--- config.mk ---
export PLATFORM = sky130hd
export DESIGN_NAME = scd_clock_divider
export DESIGN_NICKNAME = d
export VERILOG_FILES = /design/src/verilog/scd_pkg.sv /design/src/verilog/scd_clock_divider.sv /design/src/verilog/scd_prescaler.sv
export SDC_FILE = /design/constraint.sdc
export NUM_CORES = 1
export LEC_CHECK = 0
export ABC_AREA = 1
export BUFFER_PORTS_ARGS = -buffer_cell sky130_fd_sc_hd__buf_2
export CAP_MARGIN = 20
export CORE_MARGIN = 2
export CORE_UTILIZATION = 44
export DETAILED_ROUTE_END_ITERATION = 12
export HOLD_SLACK_MARGIN = 0.08
export PLACE_DENSITY = 0.76
export SYNTH_ARGS = -nofsm -noshare
export SYNTH_HDL_FRONTEND = slang
export SYNTH_SLANG_ARGS = --single-unit
--- constraint.sdc ---
create_clock -name clock -period 2.03 [get_ports clock]
set_input_delay 0.406 -clock clock [delete_from_list [all_inputs] [get_ports clock]]
set_output_delay 0.406 -clock clock [all_outputs]
set_load 0.01 [all_outputs]
--- src/verilog/scd_pkg.sv ---
// Purpose: shared constants and state type for the system clock divider
// Assumes: clock runs at twice the oscillator rate, so one oscillator cycle is two clock cycles
// Notes:   register offset is the low 16 bits of the register address
package scd_pkg;

  // clock and oscillator rates
  localparam int unsigned CLK_FREQ_HZ     = 100_000_000;
  localparam int unsigned OSC_FREQ_HZ     = CLK_FREQ_HZ / 2;
  localparam int unsigned DUTY_ADJ_MIN_HZ = 5_000_000;
  localparam logic        DUTY_ADJ_ON     = (OSC_FREQ_HZ >= DUTY_ADJ_MIN_HZ);

  // register map
  localparam logic [15:0] DIVCTL_ADDR     = 16'hff5d;
  localparam logic [7:0]  DIVCTL_RESET    = 8'hfc;
  localparam logic [5:0]  DIVCTL_RSVD     = 6'h3f;
  localparam int unsigned RATIO_LSB       = 0;
  localparam int unsigned RATIO_MSB       = 1;
  localparam logic [1:0]  RATIO_RESET     = DIVCTL_RESET[RATIO_MSB:RATIO_LSB];
  localparam logic [7:0]  UNMAPPED_RDATA  = 8'h00;
  localparam logic [7:0]  IDLE_RDATA      = 8'h00;

  // prescaler: stage k ticks once every 2^(k+1) system clocks
  localparam int unsigned PRESC_STAGES    = 12;

  // all state of the divider
  typedef struct packed {
    logic [1:0] ratio_sel;
    logic [1:0] active_ratio;
    logic [2:0] half_cnt;
    logic       phi;
    logic       phi_oe;
    logic       sys_tick;
    logic [7:0] rdata;
    logic       hw_s1;
    logic       hw_s2;
    logic       osc_s1;
    logic       osc_s2;
  } scd_state_t;

  localparam scd_state_t STATE_RESET = '{
    ratio_sel:    RATIO_RESET,
    active_ratio: RATIO_RESET,
    half_cnt:     3'h0,
    phi:          1'b0,
    phi_oe:       1'b0,
    sys_tick:     1'b0,
    rdata:        IDLE_RDATA,
    hw_s1:        1'b0,
    hw_s2:        1'b0,
    osc_s1:       1'b0,
    osc_s2:       1'b0
  };

endpackage

--- src/verilog/scd_clock_divider.sv ---
// Purpose: system clock divider with ratio register and prescaler chain
// Assumes: clock is the oscillator at twice its rate; osc_level_pin is the raw oscillator level
// Notes:   the system clock is a flop-driven phi level plus a one-cycle sys_tick per period
//
// The address-and-strobe port was left to the implementer.
`timescale 1ns/10ps
// Behaviour
// - ratio select 00, 01, 10, 11 makes the system clock the oscillator divided by 1, 2, 4 and 8.
// - reset and hardware standby load the division control register with its initial value, ratio undivided.
// - software standby leaves the division control register untouched.
// - the upper six register bits ignore writes and read back as ones.
// - the division control register is an 8-bit read/write register at low address ff5d.
// - a new ratio is accepted at run time without reset, and the divided clock drives the phi pin.
// - prescalers divide the system clock into ticks from divide-by-2 to divide-by-4096.
// - the oscillator duty is corrected before division when the oscillator runs at 5 MHz or more.
module scd_clock_divider
  import scd_pkg::*;
(
  // clock and reset
  input  wire logic                    clock,
  input  wire logic                    rst_n,
  input  wire logic                    ce,
  // register port
  input  wire logic [15:0]             addr,
  input  wire logic [7:0]              wdata,
  input  wire logic                    we,
  input  wire logic                    re,
  output logic [7:0]                   rdata,
  // power modes and oscillator
  input  wire logic                    hw_standby_pin,
  input  wire logic                    sw_standby,
  input  wire logic                    osc_level_pin,
  // system clock
  output logic                         phi_out,
  output logic                         phi_oe,
  output logic                         sys_tick,
  output logic [PRESC_STAGES-1:0]      presc_tick
);

  scd_state_t s_reg;
  scd_state_t s_next;

  logic       hw_standby;
  logic       run;
  logic       wr_hit;
  logic [2:0] half_last;
  logic       presc_clear;

  assign hw_standby  = s_reg.hw_s2;
  assign run         = !hw_standby && !sw_standby;
  assign wr_hit      = we && (addr == DIVCTL_ADDR);
  assign presc_clear = !run;

  // half period in clock cycles minus one: 0, 1, 3, 7
  always_comb begin
    unique case (s_reg.active_ratio)
      2'b00: half_last = 3'h0;
      2'b01: half_last = 3'h1;
      2'b10: half_last = 3'h3;
      2'b11: half_last = 3'h7;
    endcase
  end

  always_comb begin
    s_next = s_reg;
    s_next.sys_tick = 1'b0;
    s_next.hw_s1  = hw_standby_pin;
    s_next.hw_s2  = s_reg.hw_s1;
    s_next.osc_s1 = osc_level_pin;
    s_next.osc_s2 = s_reg.osc_s1;

    // read data stands only in the cycle after the strobe
    s_next.rdata = IDLE_RDATA;
    if (re) begin
      if (addr == DIVCTL_ADDR) begin
        s_next.rdata = {DIVCTL_RSVD, s_reg.ratio_sel};
      end else begin
        s_next.rdata = UNMAPPED_RDATA;
      end
    end

    if (hw_standby) begin
      // phi pin floats and the ratio reinitialises
      s_next.ratio_sel    = RATIO_RESET;
      s_next.active_ratio = RATIO_RESET;
      s_next.half_cnt     = 3'h0;
      s_next.phi          = 1'b0;
      s_next.phi_oe       = 1'b0;
    end else begin
      s_next.phi_oe = 1'b1;
      if (wr_hit) begin
        // only the ratio bits are stored, upper bits stay ones
        s_next.ratio_sel = wdata[RATIO_MSB:RATIO_LSB];
      end
      if (sw_standby) begin
        // register kept, phi parked high, divider restarts on exit
        s_next.phi      = 1'b1;
        s_next.half_cnt = 3'h0;
      end else if (!DUTY_ADJ_ON && s_reg.active_ratio == 2'b00) begin
        // slow oscillator: pass the raw waveform, no duty correction
        s_next.phi = s_reg.osc_s2;
        if (s_reg.osc_s2 && !s_reg.phi) begin
          s_next.active_ratio = s_reg.ratio_sel;
          s_next.sys_tick     = 1'b1;
        end
      end else if (s_reg.half_cnt == half_last) begin
        // equal high and low phases give the corrected duty
        s_next.half_cnt = 3'h0;
        s_next.phi      = !s_reg.phi;
        if (!s_reg.phi) begin
          // new ratio only at a rising phi edge, never mid-phase
          s_next.active_ratio = s_reg.ratio_sel;
          s_next.sys_tick     = 1'b1;
        end
      end else begin
        s_next.half_cnt = s_reg.half_cnt + 3'h1;
      end
    end
  end

  always_ff @(posedge clock) begin
    if (!rst_n) begin
      s_reg <= STATE_RESET;
    end else if (ce) begin
      s_reg <= s_next;
    end
  end

  assign rdata    = s_reg.rdata;
  assign phi_out  = s_reg.phi;
  assign phi_oe   = s_reg.phi_oe;
  assign sys_tick = s_reg.sys_tick;

  scd_prescaler u_presc (
    .clock      (clock),
    .rst_n      (rst_n),
    .ce         (ce),
    .clear      (presc_clear),
    .sys_tick   (s_reg.sys_tick),
    .presc_tick (presc_tick)
  );

  // helper for checks only: cycles phi has held its level while running
  logic [3:0] hold_cnt;
  always_ff @(posedge clock) begin
    if (!rst_n) begin
      hold_cnt <= 4'h0;
    end else if (ce) begin
      if (!run || s_next.phi != s_reg.phi) begin
        hold_cnt <= 4'h0;
      end else if (hold_cnt != 4'hf) begin
        hold_cnt <= hold_cnt + 4'h1;
      end
    end
  end

  AST_PHASE_LEN: assert property (@(posedge clock) disable iff (!rst_n)
    ce && run && DUTY_ADJ_ON && s_reg.phi && !s_next.phi |-> hold_cnt == {1'b0, half_last})
    else $error("phi high phase does not match ratio");

  AST_RESET_VALUE: assert property (@(posedge clock)
    !rst_n |=> s_reg.ratio_sel == RATIO_RESET && !phi_oe)
    else $error("ratio not initialised by reset");

  AST_HW_STANDBY: assert property (@(posedge clock) disable iff (!rst_n)
    ce && hw_standby |=> s_reg.ratio_sel == RATIO_RESET && !phi_oe)
    else $error("ratio not initialised in hardware standby");

  AST_SW_KEEP: assert property (@(posedge clock) disable iff (!rst_n)
    sw_standby && !hw_standby && !wr_hit |=> $stable(s_reg.ratio_sel))
    else $error("ratio lost in software standby");

  AST_RSVD_ONES: assert property (@(posedge clock) disable iff (!rst_n)
    ce && re && addr == DIVCTL_ADDR |=> rdata[7:2] == 6'h3f && rdata[1:0] == $past(s_reg.ratio_sel))
    else $error("register readback wrong");

  AST_WRITE: assert property (@(posedge clock) disable iff (!rst_n)
    ce && wr_hit && !hw_standby |=> s_reg.ratio_sel == $past(wdata[1:0]))
    else $error("ratio write not stored");

  AST_APPLY: assert property (@(posedge clock) disable iff (!rst_n)
    ce && run && DUTY_ADJ_ON && s_reg.ratio_sel != s_reg.active_ratio
      |-> ##[1:17] (s_reg.active_ratio == s_reg.ratio_sel || !ce || !run))
    else $error("new ratio not applied in time");

  AST_UNDIV_TOGGLE: assert property (@(posedge clock) disable iff (!rst_n)
    DUTY_ADJ_ON && ce && run && s_reg.active_ratio == 2'b00 && s_reg.half_cnt == 3'h0
      |=> phi_out != $past(phi_out))
    else $error("undivided phi not toggling every cycle");

  AST_BOUNDARY: assert property (@(posedge clock) disable iff (!rst_n)
    !hw_standby && !$past(hw_standby) && $changed(s_reg.active_ratio) |-> $rose(phi_out) && sys_tick)
    else $error("ratio changed off a period boundary");

  AST_LOW_LEN: assert property (@(posedge clock) disable iff (!rst_n)
    ce && run && DUTY_ADJ_ON && !s_reg.phi && s_next.phi |-> hold_cnt == {1'b0, half_last})
    else $error("phi low phase does not match ratio");

  AST_TICK_EDGE: assert property (@(posedge clock) disable iff (!rst_n)
    $rose(sys_tick) |-> $rose(phi_out))
    else $error("system tick without rising phi");

  AST_TICK_SINGLE: assert property (@(posedge clock) disable iff (!rst_n)
    ce && sys_tick |=> !sys_tick)
    else $error("system tick longer than one cycle");

  AST_RDATA_IDLE: assert property (@(posedge clock) disable iff (!rst_n)
    ce && !re |=> rdata == IDLE_RDATA)
    else $error("read data not idle without a read");

  AST_UNMAPPED_READ: assert property (@(posedge clock) disable iff (!rst_n)
    ce && re && addr != DIVCTL_ADDR |=> rdata == UNMAPPED_RDATA)
    else $error("unmapped read returned register data");

  AST_NO_STRAY_WRITE: assert property (@(posedge clock) disable iff (!rst_n)
    ce && !wr_hit && !hw_standby |=> $stable(s_reg.ratio_sel))
    else $error("ratio changed without a register write");

  AST_OE_RUN: assert property (@(posedge clock) disable iff (!rst_n)
    ce && !hw_standby |=> phi_oe)
    else $error("phi pin not driven outside hardware standby");

  AST_SW_PARK: assert property (@(posedge clock) disable iff (!rst_n)
    ce && sw_standby && !hw_standby |=> phi_out && phi_oe)
    else $error("phi not parked high in software standby");

endmodule

--- src/verilog/scd_prescaler.sv ---
// Purpose: prescaler chain giving peripheral clock ticks from system clock/2 to system clock/4096
// Assumes: sys_tick is one clock wide, once per system clock period
// Notes:   clear holds the chain in reset, as peripherals are halted and reset in standby
`timescale 1ns/10ps
module scd_prescaler
  import scd_pkg::*;
(
  // clock and reset
  input  wire logic                    clock,
  input  wire logic                    rst_n,
  input  wire logic                    ce,
  // control
  input  wire logic                    clear,
  input  wire logic                    sys_tick,
  // ticks
  output logic [PRESC_STAGES-1:0]      presc_tick
);

  typedef struct packed {
    logic [PRESC_STAGES-1:0] cnt;
    logic [PRESC_STAGES-1:0] tick;
  } scd_presc_state_t;

  scd_presc_state_t s_reg;
  scd_presc_state_t s_next;
  logic [PRESC_STAGES-1:0] wrap;

  // stage k fires when the low k+1 count bits wrap
  genvar g;
  generate
    for (g = 0; g < PRESC_STAGES; g++) begin : g_wrap
      assign wrap[g] = &s_reg.cnt[g:0];
    end
  endgenerate

  always_comb begin
    s_next = s_reg;
    s_next.tick = '0;
    if (clear) begin
      s_next.cnt = '0;
    end else if (sys_tick) begin
      s_next.cnt  = s_reg.cnt + 1'b1;
      s_next.tick = wrap;
    end
  end

  always_ff @(posedge clock) begin
    if (!rst_n) begin
      s_reg <= '0;
    end else if (ce) begin
      s_reg <= s_next;
    end
  end

  assign presc_tick = s_reg.tick;

  // every slower tick coincides with the next faster one
  generate
    for (g = 1; g < PRESC_STAGES; g++) begin : g_nest
      AST_PRESC_NEST: assert property (@(posedge clock) disable iff (!rst_n)
        s_reg.tick[g] |-> s_reg.tick[g-1])
        else $error("slower prescaler tick without faster tick");
    end
  endgenerate

  AST_PRESC_HALF: assert property (@(posedge clock) disable iff (!rst_n)
    ce && !clear && sys_tick && s_reg.cnt[0] |=> s_reg.tick[0])
    else $error("divide-by-two tick missing");

endmodule

==> run_results.csv, run 1 <==
group,metric,value,unit
outcome,outcome,"complete, no violations",
logic_synthesis,synth_area,2040,um2
logic_synthesis,ys.warnings.count,0,
run,cap_violations,0,
sta,hold_violations,0,
logic_synthesis,synth_top_area_frac,0.382,
worst_setup_path,slowest_delay,0.39,ns
die,die_x,72.1,um
clock_tree,cts.path.max_buffers,2,
sta,fin_crit_sh,0.789,
drt,postRouteAntennaNets,0,
worst_setup_path,critPathLaunchType,"register",
logic_synthesis,synth-simple-area-share,0.320,
drt,via_count,1780,
finish,area_growth,10.7,%
die,initial_core_util,0.463,
worst_setup_path,r2r-start,"u_presc.s_reg[12]$_SDFFE_PN0P_",
die,fp.dieH,72.1,um
worst_setup_path,cp.required,2.21,ns
logic_synthesis,synth_compound_area_frac,0.129,
logic_synthesis,syn_area_per_cell,7.27,um2
global_route,first_global_vias,1617,
worst_setup_path,critPathArrivalTime,1.78,ns
placement,dpl.hpwl,2.97,mm
logic_synthesis,ys_seq_area_frac,0.382,
clock_tree,clkTransAtPathRegs,0.07,ns
drt,route.detailed.drc,0,
sta,rsz0062_at_grt,"false",
sta,relSlewSlack,0.805,
logic_synthesis,synthCells,281,
clock_tree,clk_latency,0.29,ns
drt,dr.pass1.iters,4,
placement,gp_congestion,0.838,
sta,fin_skew,0.00624,ns
logic_synthesis,synth_mux_area_frac,0,
worst_setup_path,cp-end-kind,"register",
clock_tree,cts_tree,"done",
clock_tree,cts-root-buf,"clkbuf_8",
die,fp.coreArea,4410,um2
placement,portBuffers,47,
clock_tree,tritoncts_num_sinks,39,
worst_setup_path,cp_max_fo,5,
worst_setup_path,cp_slowest_cell,"dfxtp_1",
power_and_ir_drop,p_per_area,629,nW/um2
clock_tree,h-tree-depth,2,
sta,max_freq,0.624,GHz
finish,layout_commonest_cell,"nand2_1",
global_route,antenna_found_initial,0,
die,ios,55,
sta,final.setup.tns,0,ns
worst_setup_path,crit_chain,"ha_1, nand3_1, nor2_4, nand2_1, nor2_1, ha_1, nand2_1, a21oi_1",
clock_tree,cts_post_setup_buffers_inserted,0,
sta,worst_pin_slew,0.291,ns
die,dieArea,5200,um2
logic_synthesis,synth_adder_area_share,0.0306,
global_route,grt_pass1_wl,6.76,mm
power_and_ir_drop,ir_worst_vdd,0.268,mV
sta,whs,0.347,ns
hold_path,worstHoldPathType,"in -> reg",
logic_synthesis,synth_xor_area_frac,0,
logic_synthesis,synth_fp_nets,318,
finish,final_util,0.512,
drt,viasPerCell,4.90,
logic_synthesis,ys_types,32,
logic_synthesis,synth_top_family_by_area,"simple AND/OR/NAND/NOR gates",
clock_tree,post_cts_resized,0,
worst_setup_path,worst-setup-path-type,"reg -> reg",
global_route,grt_max_degree,20,
sta,setup_violations,0,
finish,stdcell_count,363,
logic_synthesis,synth_area_leader_cell,"dfxtp_1",
drt,routed_wirelength,3.91,mm
finish,nNetsFinal,347,
finish,antenna_cells,0,
sta,min_period,1.60,ns
finish,drive_above_1_share,0.254,
worst_setup_path,crit_start,"u_presc.s_reg[12]$_SDFFE_PN0P_",
sta,drv_slew,0,
logic_synthesis,ys_seq_elements,39,
global_route,grt_overflow,0,
clock_tree,numCtsBuffers,5,
placement,place_inst,355,
logic_synthesis,synth_area_leaders,"dfxtp_1 38%, nand2_1 14%, buf_4 7.3%, a21oi_1 7.1%, inv_1 4.2%",
hold_path,min_from,"hw_standby_pin",
die,core.rowCount,24,
sta,setup_ws,0.429,ns
clock_tree,ctsHoldBuffers,0,
placement,place_ws,0.404,ns
finish,final_cell_mix,"77 x nand2_1, 47 x buf_2, 39 x dfxtp_1, 29 x a21oi_1, 23 x inv_1",
global_route,grtUsageTotal,0.162,
drt,wl_per_cell,10.8,um
drt,drtIter0Drc,83,
power_and_ir_drop,p_leak,0.00102,uW
## cells by family (layout without fill, tap and decap cells)
group                      count (synthesis)  in the layout
buffers and inverters                     53             83
and+or+nand+nor                          138            138
AOI/OAI and AO/OA                         46             46
adders and majority gates                  5              5
DFF                                       39             39
## synthesized netlist by cell type
library cell and count:
nand4_1 6, dfxtp_1 39, a21oi_1 29, nand3b_1 1
ha_1 5, buf_1 1, a21oi_2 4, nor2_4 4
buf_4 20, nor2_1 21, o21ai_0 6, o21ai_2 1
nand3_1 16, o21ai_1 1, nand2_1 77, and3_1 1
nor2_2 3, nand3_2 1, inv_1 23, nand2_2 1
clkinv_1 1, a31oi_1 2, clkbuf_1 4, a22oi_1 1
nor2_8 1, buf_6 1, buf_2 1, inv_2 2
nand2_4 4, o21a_1 1, o21bai_2 1, nor3_1 2
## through the flow
stage                     instance area (um2)  power, uW
final                                    2260       1420
after global routing                     2260       1490
after CTS                                2260       1440
after detailed placement                 2170        930
after global placement                   2170        929
after floorplan                          2040        882
## final timing paths
| check | slack [ns] | endpoint | cells past startpoint |
|---|---|---|---|
| worst max-delay path | 0.43 | u_presc.s_reg[20]$_SDFFE_PN0P_ | 8 |
| worst min-delay path | 0.35 | s_next[2]$_SDFFE_PN0P_ | 3 |
| worst max register to register | 0.43 | u_presc.s_reg[20]$_SDFFE_PN0P_ | 8 |
| worst min register to register | 0.46 | u_presc.s_reg[21]$_SDFFE_PN0P_ | 2 |
## cell type report
type | instances | area (um2)
fillers | 436 | 2150
inverters | 26 | 97.6
multi-input cells | 189 | 980
clock buffers | 5 | 68.8
clock inverters | 3 | 20.0
repair buffers | 49 | 250
flip-flops and latches | 39 | 781
well taps | 52 | 65.1
## worst max-delay path, delay by kind of cell (launching register included)
family | cells | cell delay, ns
AO/OA/AOI/OAI | 1 | 0.05
adder cells (fa/ha/maj) | 2 | 0.44
flip-flops | 1 | 0.39
AND/OR/NAND/NOR | 5 | 0.61
## layer usage
layer  vias to the layer above  wire, um  track usage
met4                         0        70       0.0566
met2                        55      1830        0.268
met3                         7       271       0.0500
li1                        942         -            -
met1                       776      1730        0.200
met5                         -         0            0
## power breakdown
group	leakage, uW	internal (uW)	switching, uW
Combinational	0.000669	47.6	80.7
Clock	0.0000402	239	271
Sequential	0.000315	774	9.64
Total	0.00102	1060	362
(Power assumes the default switching activity.)
==> run 2, diff against run 1 <==
- ABC_AREA: 1 -> 0
- PLACE_DENSITY: 0.76 -> 0.79
- clock period: 2.03 -> 1.3 ns (I/O delays scaled with it)
==> run 2 against run 1 <==
Net effect: the run now ends with negative setup slack left; count of clock-buffer cells in the layout is 2 higher; largest cell class unchanged; largest power group unchanged; routed wire length grew 29%; hold slack got worse by 0.11 ns; core utilization up 13 points; via count is 5.1% higher; global-route usage rose by 3.6 points; die area is 1.6% lower; critical path depth is 3 lower.
==> run_results.csv, run 2 <==
group,metric,value,unit
outcome,outcome,"finished, violations left",
outcome,violations,"negative setup slack",
finish,nNetsFinal,324,
worst_setup_path,ff2ff_path_depth,5,
global_route,grtUsageTotal,0.199,
die,die_x,71.6,um
hold_path,worstHoldPathType,"in -> reg",
global_route,antenna_found_initial,0,
global_route,grt_use_met3,0.0436,
finish,area_growth,40.5,%
global_route,met2_usage,0.336,
global_route,grt_pass1_wl,8.03,mm
die,fp.dieH,71.6,um
die,ios,55,
power_and_ir_drop,p_leak,0.00119,uW
worst_setup_path,critPathLaunchType,"register",
sta,relSlewSlack,0.731,
worst_setup_path,r2r-start,"s_reg[18]$_SDFFE_PN0P_",
logic_synthesis,netlist_top_cells_count,"39 x dfxtp_1, 20 x buf_4, 20 x nor2b_1",
sta,worst_pin_slew,0.403,ns
drt,routed_wirelength,5.04,mm
logic_synthesis,synth_top_area_frac,0.389,
logic_synthesis,synth_area_leaders,"dfxtp_1 39%, buf_4 7.5%, nor2b_1 6.2%, a22oi_1 4.5%, ha_1 3.1%",
finish,antenna_cells,0,
logic_synthesis,synth_area,2010,um2
logic_synthesis,synth_ff_type,"dfxtp_1",
clock_tree,tritoncts_num_sinks,39,
clock_tree,cts-root-buf,"clkbuf_8",
drt,via_count,1870,
placement,portBuffers,47,
sta,max_freq,0.581,GHz
logic_synthesis,syn_area_per_cell,9.05,um2
global_route,grt_max_degree,27,
drt,viasPerCell,5.50,
logic_synthesis,synthCells,222,
global_route,grt-busiest-layer,"met2",
logic_synthesis,ys_seq_elements,39,
placement,dpl.hpwl,3.25,mm
drt,dr.pass1.iters,4,
run,cap_violations,0,
logic_synthesis,yosysMostFrequentCell,"dfxtp_1",
drt,drtIter0Drc,117,
worst_setup_path,cp.required,1.48,ns
sta,drv_slew,0,
worst_setup_path,ff2ff_setup_slack,-0.42,ns
die,initial_core_util,0.458,
clock_tree,h-tree-depth,2,
placement,gp_congestion,0.787,
power_and_ir_drop,p_total,2260,uW
sta,fin_skew,0.00435,ns
finish,layout_commonest_cell,"buf_2",
logic_synthesis,synth_area_leader_cell,"dfxtp_1",
logic_synthesis,ys_seq_area_frac,0.389,
global_route,grt_overflow,0,
sta,setup_violations,16,
worst_setup_path,cp_max_fo,5,
logic_synthesis,ys_types,49,
logic_synthesis,ys.warnings.count,0,
hold_path,min_delay_worst_endpoint,"s_next[2]$_SDFFE_PN0P_",
logic_synthesis,synth_edf_count,0,
worst_setup_path,r2r_end,"s_reg[19]$_SDFFE_PN0P_",
hold_path,hold_depth,3,
sta,setup_ws,-0.420,ns
logic_synthesis,synthArstFlopShare,0,
clock_tree,cts_tree,"done",
clock_tree,cts.path.max_buffers,2,
worst_setup_path,critPathArrivalTime,1.90,ns
power_and_ir_drop,ir_worst_vdd,0.389,mV
die,fp.coreArea,4380,um2
clock_tree,clk_latency,0.30,ns
drt,route.detailed.drc,0,
power_and_ir_drop,p_per_area,801,nW/um2
drt,postRouteAntennaNets,0,
global_route,met1_usage,0.247,
worst_setup_path,cp-end-kind,"register",
die,core.rowCount,24,
worst_setup_path,worst-setup-path-type,"reg -> reg",
sta,fin_crit_sh,1.32,
clock_tree,clkTransAtPathRegs,0.07,ns
hold_path,min_from,"hw_standby_pin",
logic_synthesis,synth_fp_nets,259,
die,dieArea,5120,um2
sta,min_period,1.72,ns
clock_tree,numCtsBuffers,5,
placement,place_area,2440,um2
finish,drive_above_1_share,0.514,
global_route,first_global_vias,1794,
finish,final_cell_mix,"45 x buf_2, 32 x buf_4, 29 x dfxtp_1, 19 x nor2b_1",
drt,wl_per_cell,14.8,um
sta,rsz0062_at_grt,"true",
sta,hold_violations,0,
finish,final_area,2820,um2
-- run 2: cell types whose count changed after synthesis, moves of 6 or more --
cell / change
and2_1: +7
clkbuf_1: +6
inv_1: -21
nand2_1: -64
a22oi_1: +11
nor2_1: -8
nand3_1: -9
nor2b_1: +20
a21oi_1: -21
-- run 2: final cells by class --
cell class / count / area [um2]
Tap cell: 52 / 65.1
Inverter: 2 / 12.5
Clock inverter: 1 / 5.00
Multi-Input combinational cell: 150 / 1260
Clock buffer: 7 / 76.3
Fill cell: 328 / 1560
Timing Repair Buffer: 89 / 604
Sequential cell: 39 / 798
-- run 2: critical path, cell delays in order, from the launching register on --
cell       delay (ns)
dfxtp_2          0.35
nor4_4           0.35
mux2i_4          0.13
a2111oi_4        0.38
nor4bb_1         0.11
a311o_1          0.28
-- run 2: power breakdown --
group | switching, uW | internal, uW | total (uW)
logic | 126 | 128 | 253
clock network | 422 | 377 | 799
registers | 7.09 | 1200 | 1210
-- run 2: kinds of logic after synthesis --
| logic type | share of synthesized area |
|---|---|
| xor gates and xnor gates | 0.0174 |
| buffers and inverters | 0.0997 |
| and+or+nand+nor | 0.280 |
| adders and majority gates | 0.0312 |
| AOI/OAI and AO/OA | 0.168 |
| DFF | 0.389 |
| muxes | 0.0150 |
-- run 2: layer usage --
| metal | wire length (um) | vias to the layer above | share of wire |
|---|---|---|---|
| met1 | 2240 | 924 | 0.44 |
| met5 | 0 | - | 0 |
| li1 | - | 909 | - |
| met4 | 72 | 0 | 0.014 |
| met3 | 139 | 6 | 0.028 |
| met2 | 2590 | 31 | 0.51 |
-- run 2: how the worst max path moves through the flow --
stage	from	to	slack [ns]	cells after the start
finish	s_reg[18]$_SDFFE_PN0P_	s_reg[19]$_SDFFE_PN0P_	-0.42	5
global route	s_reg[18]$_SDFFE_PN0P_	s_reg[18]$_SDFFE_PN0P_	-0.51	5
CTS	s_reg[18]$_SDFFE_PN0P_	s_reg[19]$_SDFFE_PN0P_	-0.40	5
detailed placement	s_reg[18]$_SDFFE_PN0P_	s_reg[19]$_SDFFE_PN0P_	-0.39	5
global placement	s_reg[18]$_SDFFE_PN0P_	s_reg[19]$_SDFFE_PN0P_	-0.30	5
floorplan	s_reg[18]$_SDFFE_PN0P_	s_reg[18]$_SDFFE_PN0P_	-0.28	5
-- run 2: stage by stage --
step                setup TNS, ns  hold WS, ns   util  cells  setup WS [ns]
floorplan                   -1.13        0.429      -    222         -0.279
finish                      -2.63        0.240  0.644    340         -0.420
global route                -3.80        0.305  0.644    340         -0.508
global placement            -2.80        0.463  0.558    323         -0.305
CTS                         -2.16        0.248  0.603    337         -0.395
detailed placement          -3.50        0.469  0.558    323         -0.385
-- run 2: timing repair --
action                     in CTS  in global routing
hold buffers                    0                  0
setup buffers                   6                  3
setup endpoints to repair      21                 24
gates resized for setup        21                 35
pin swaps                       9                  7
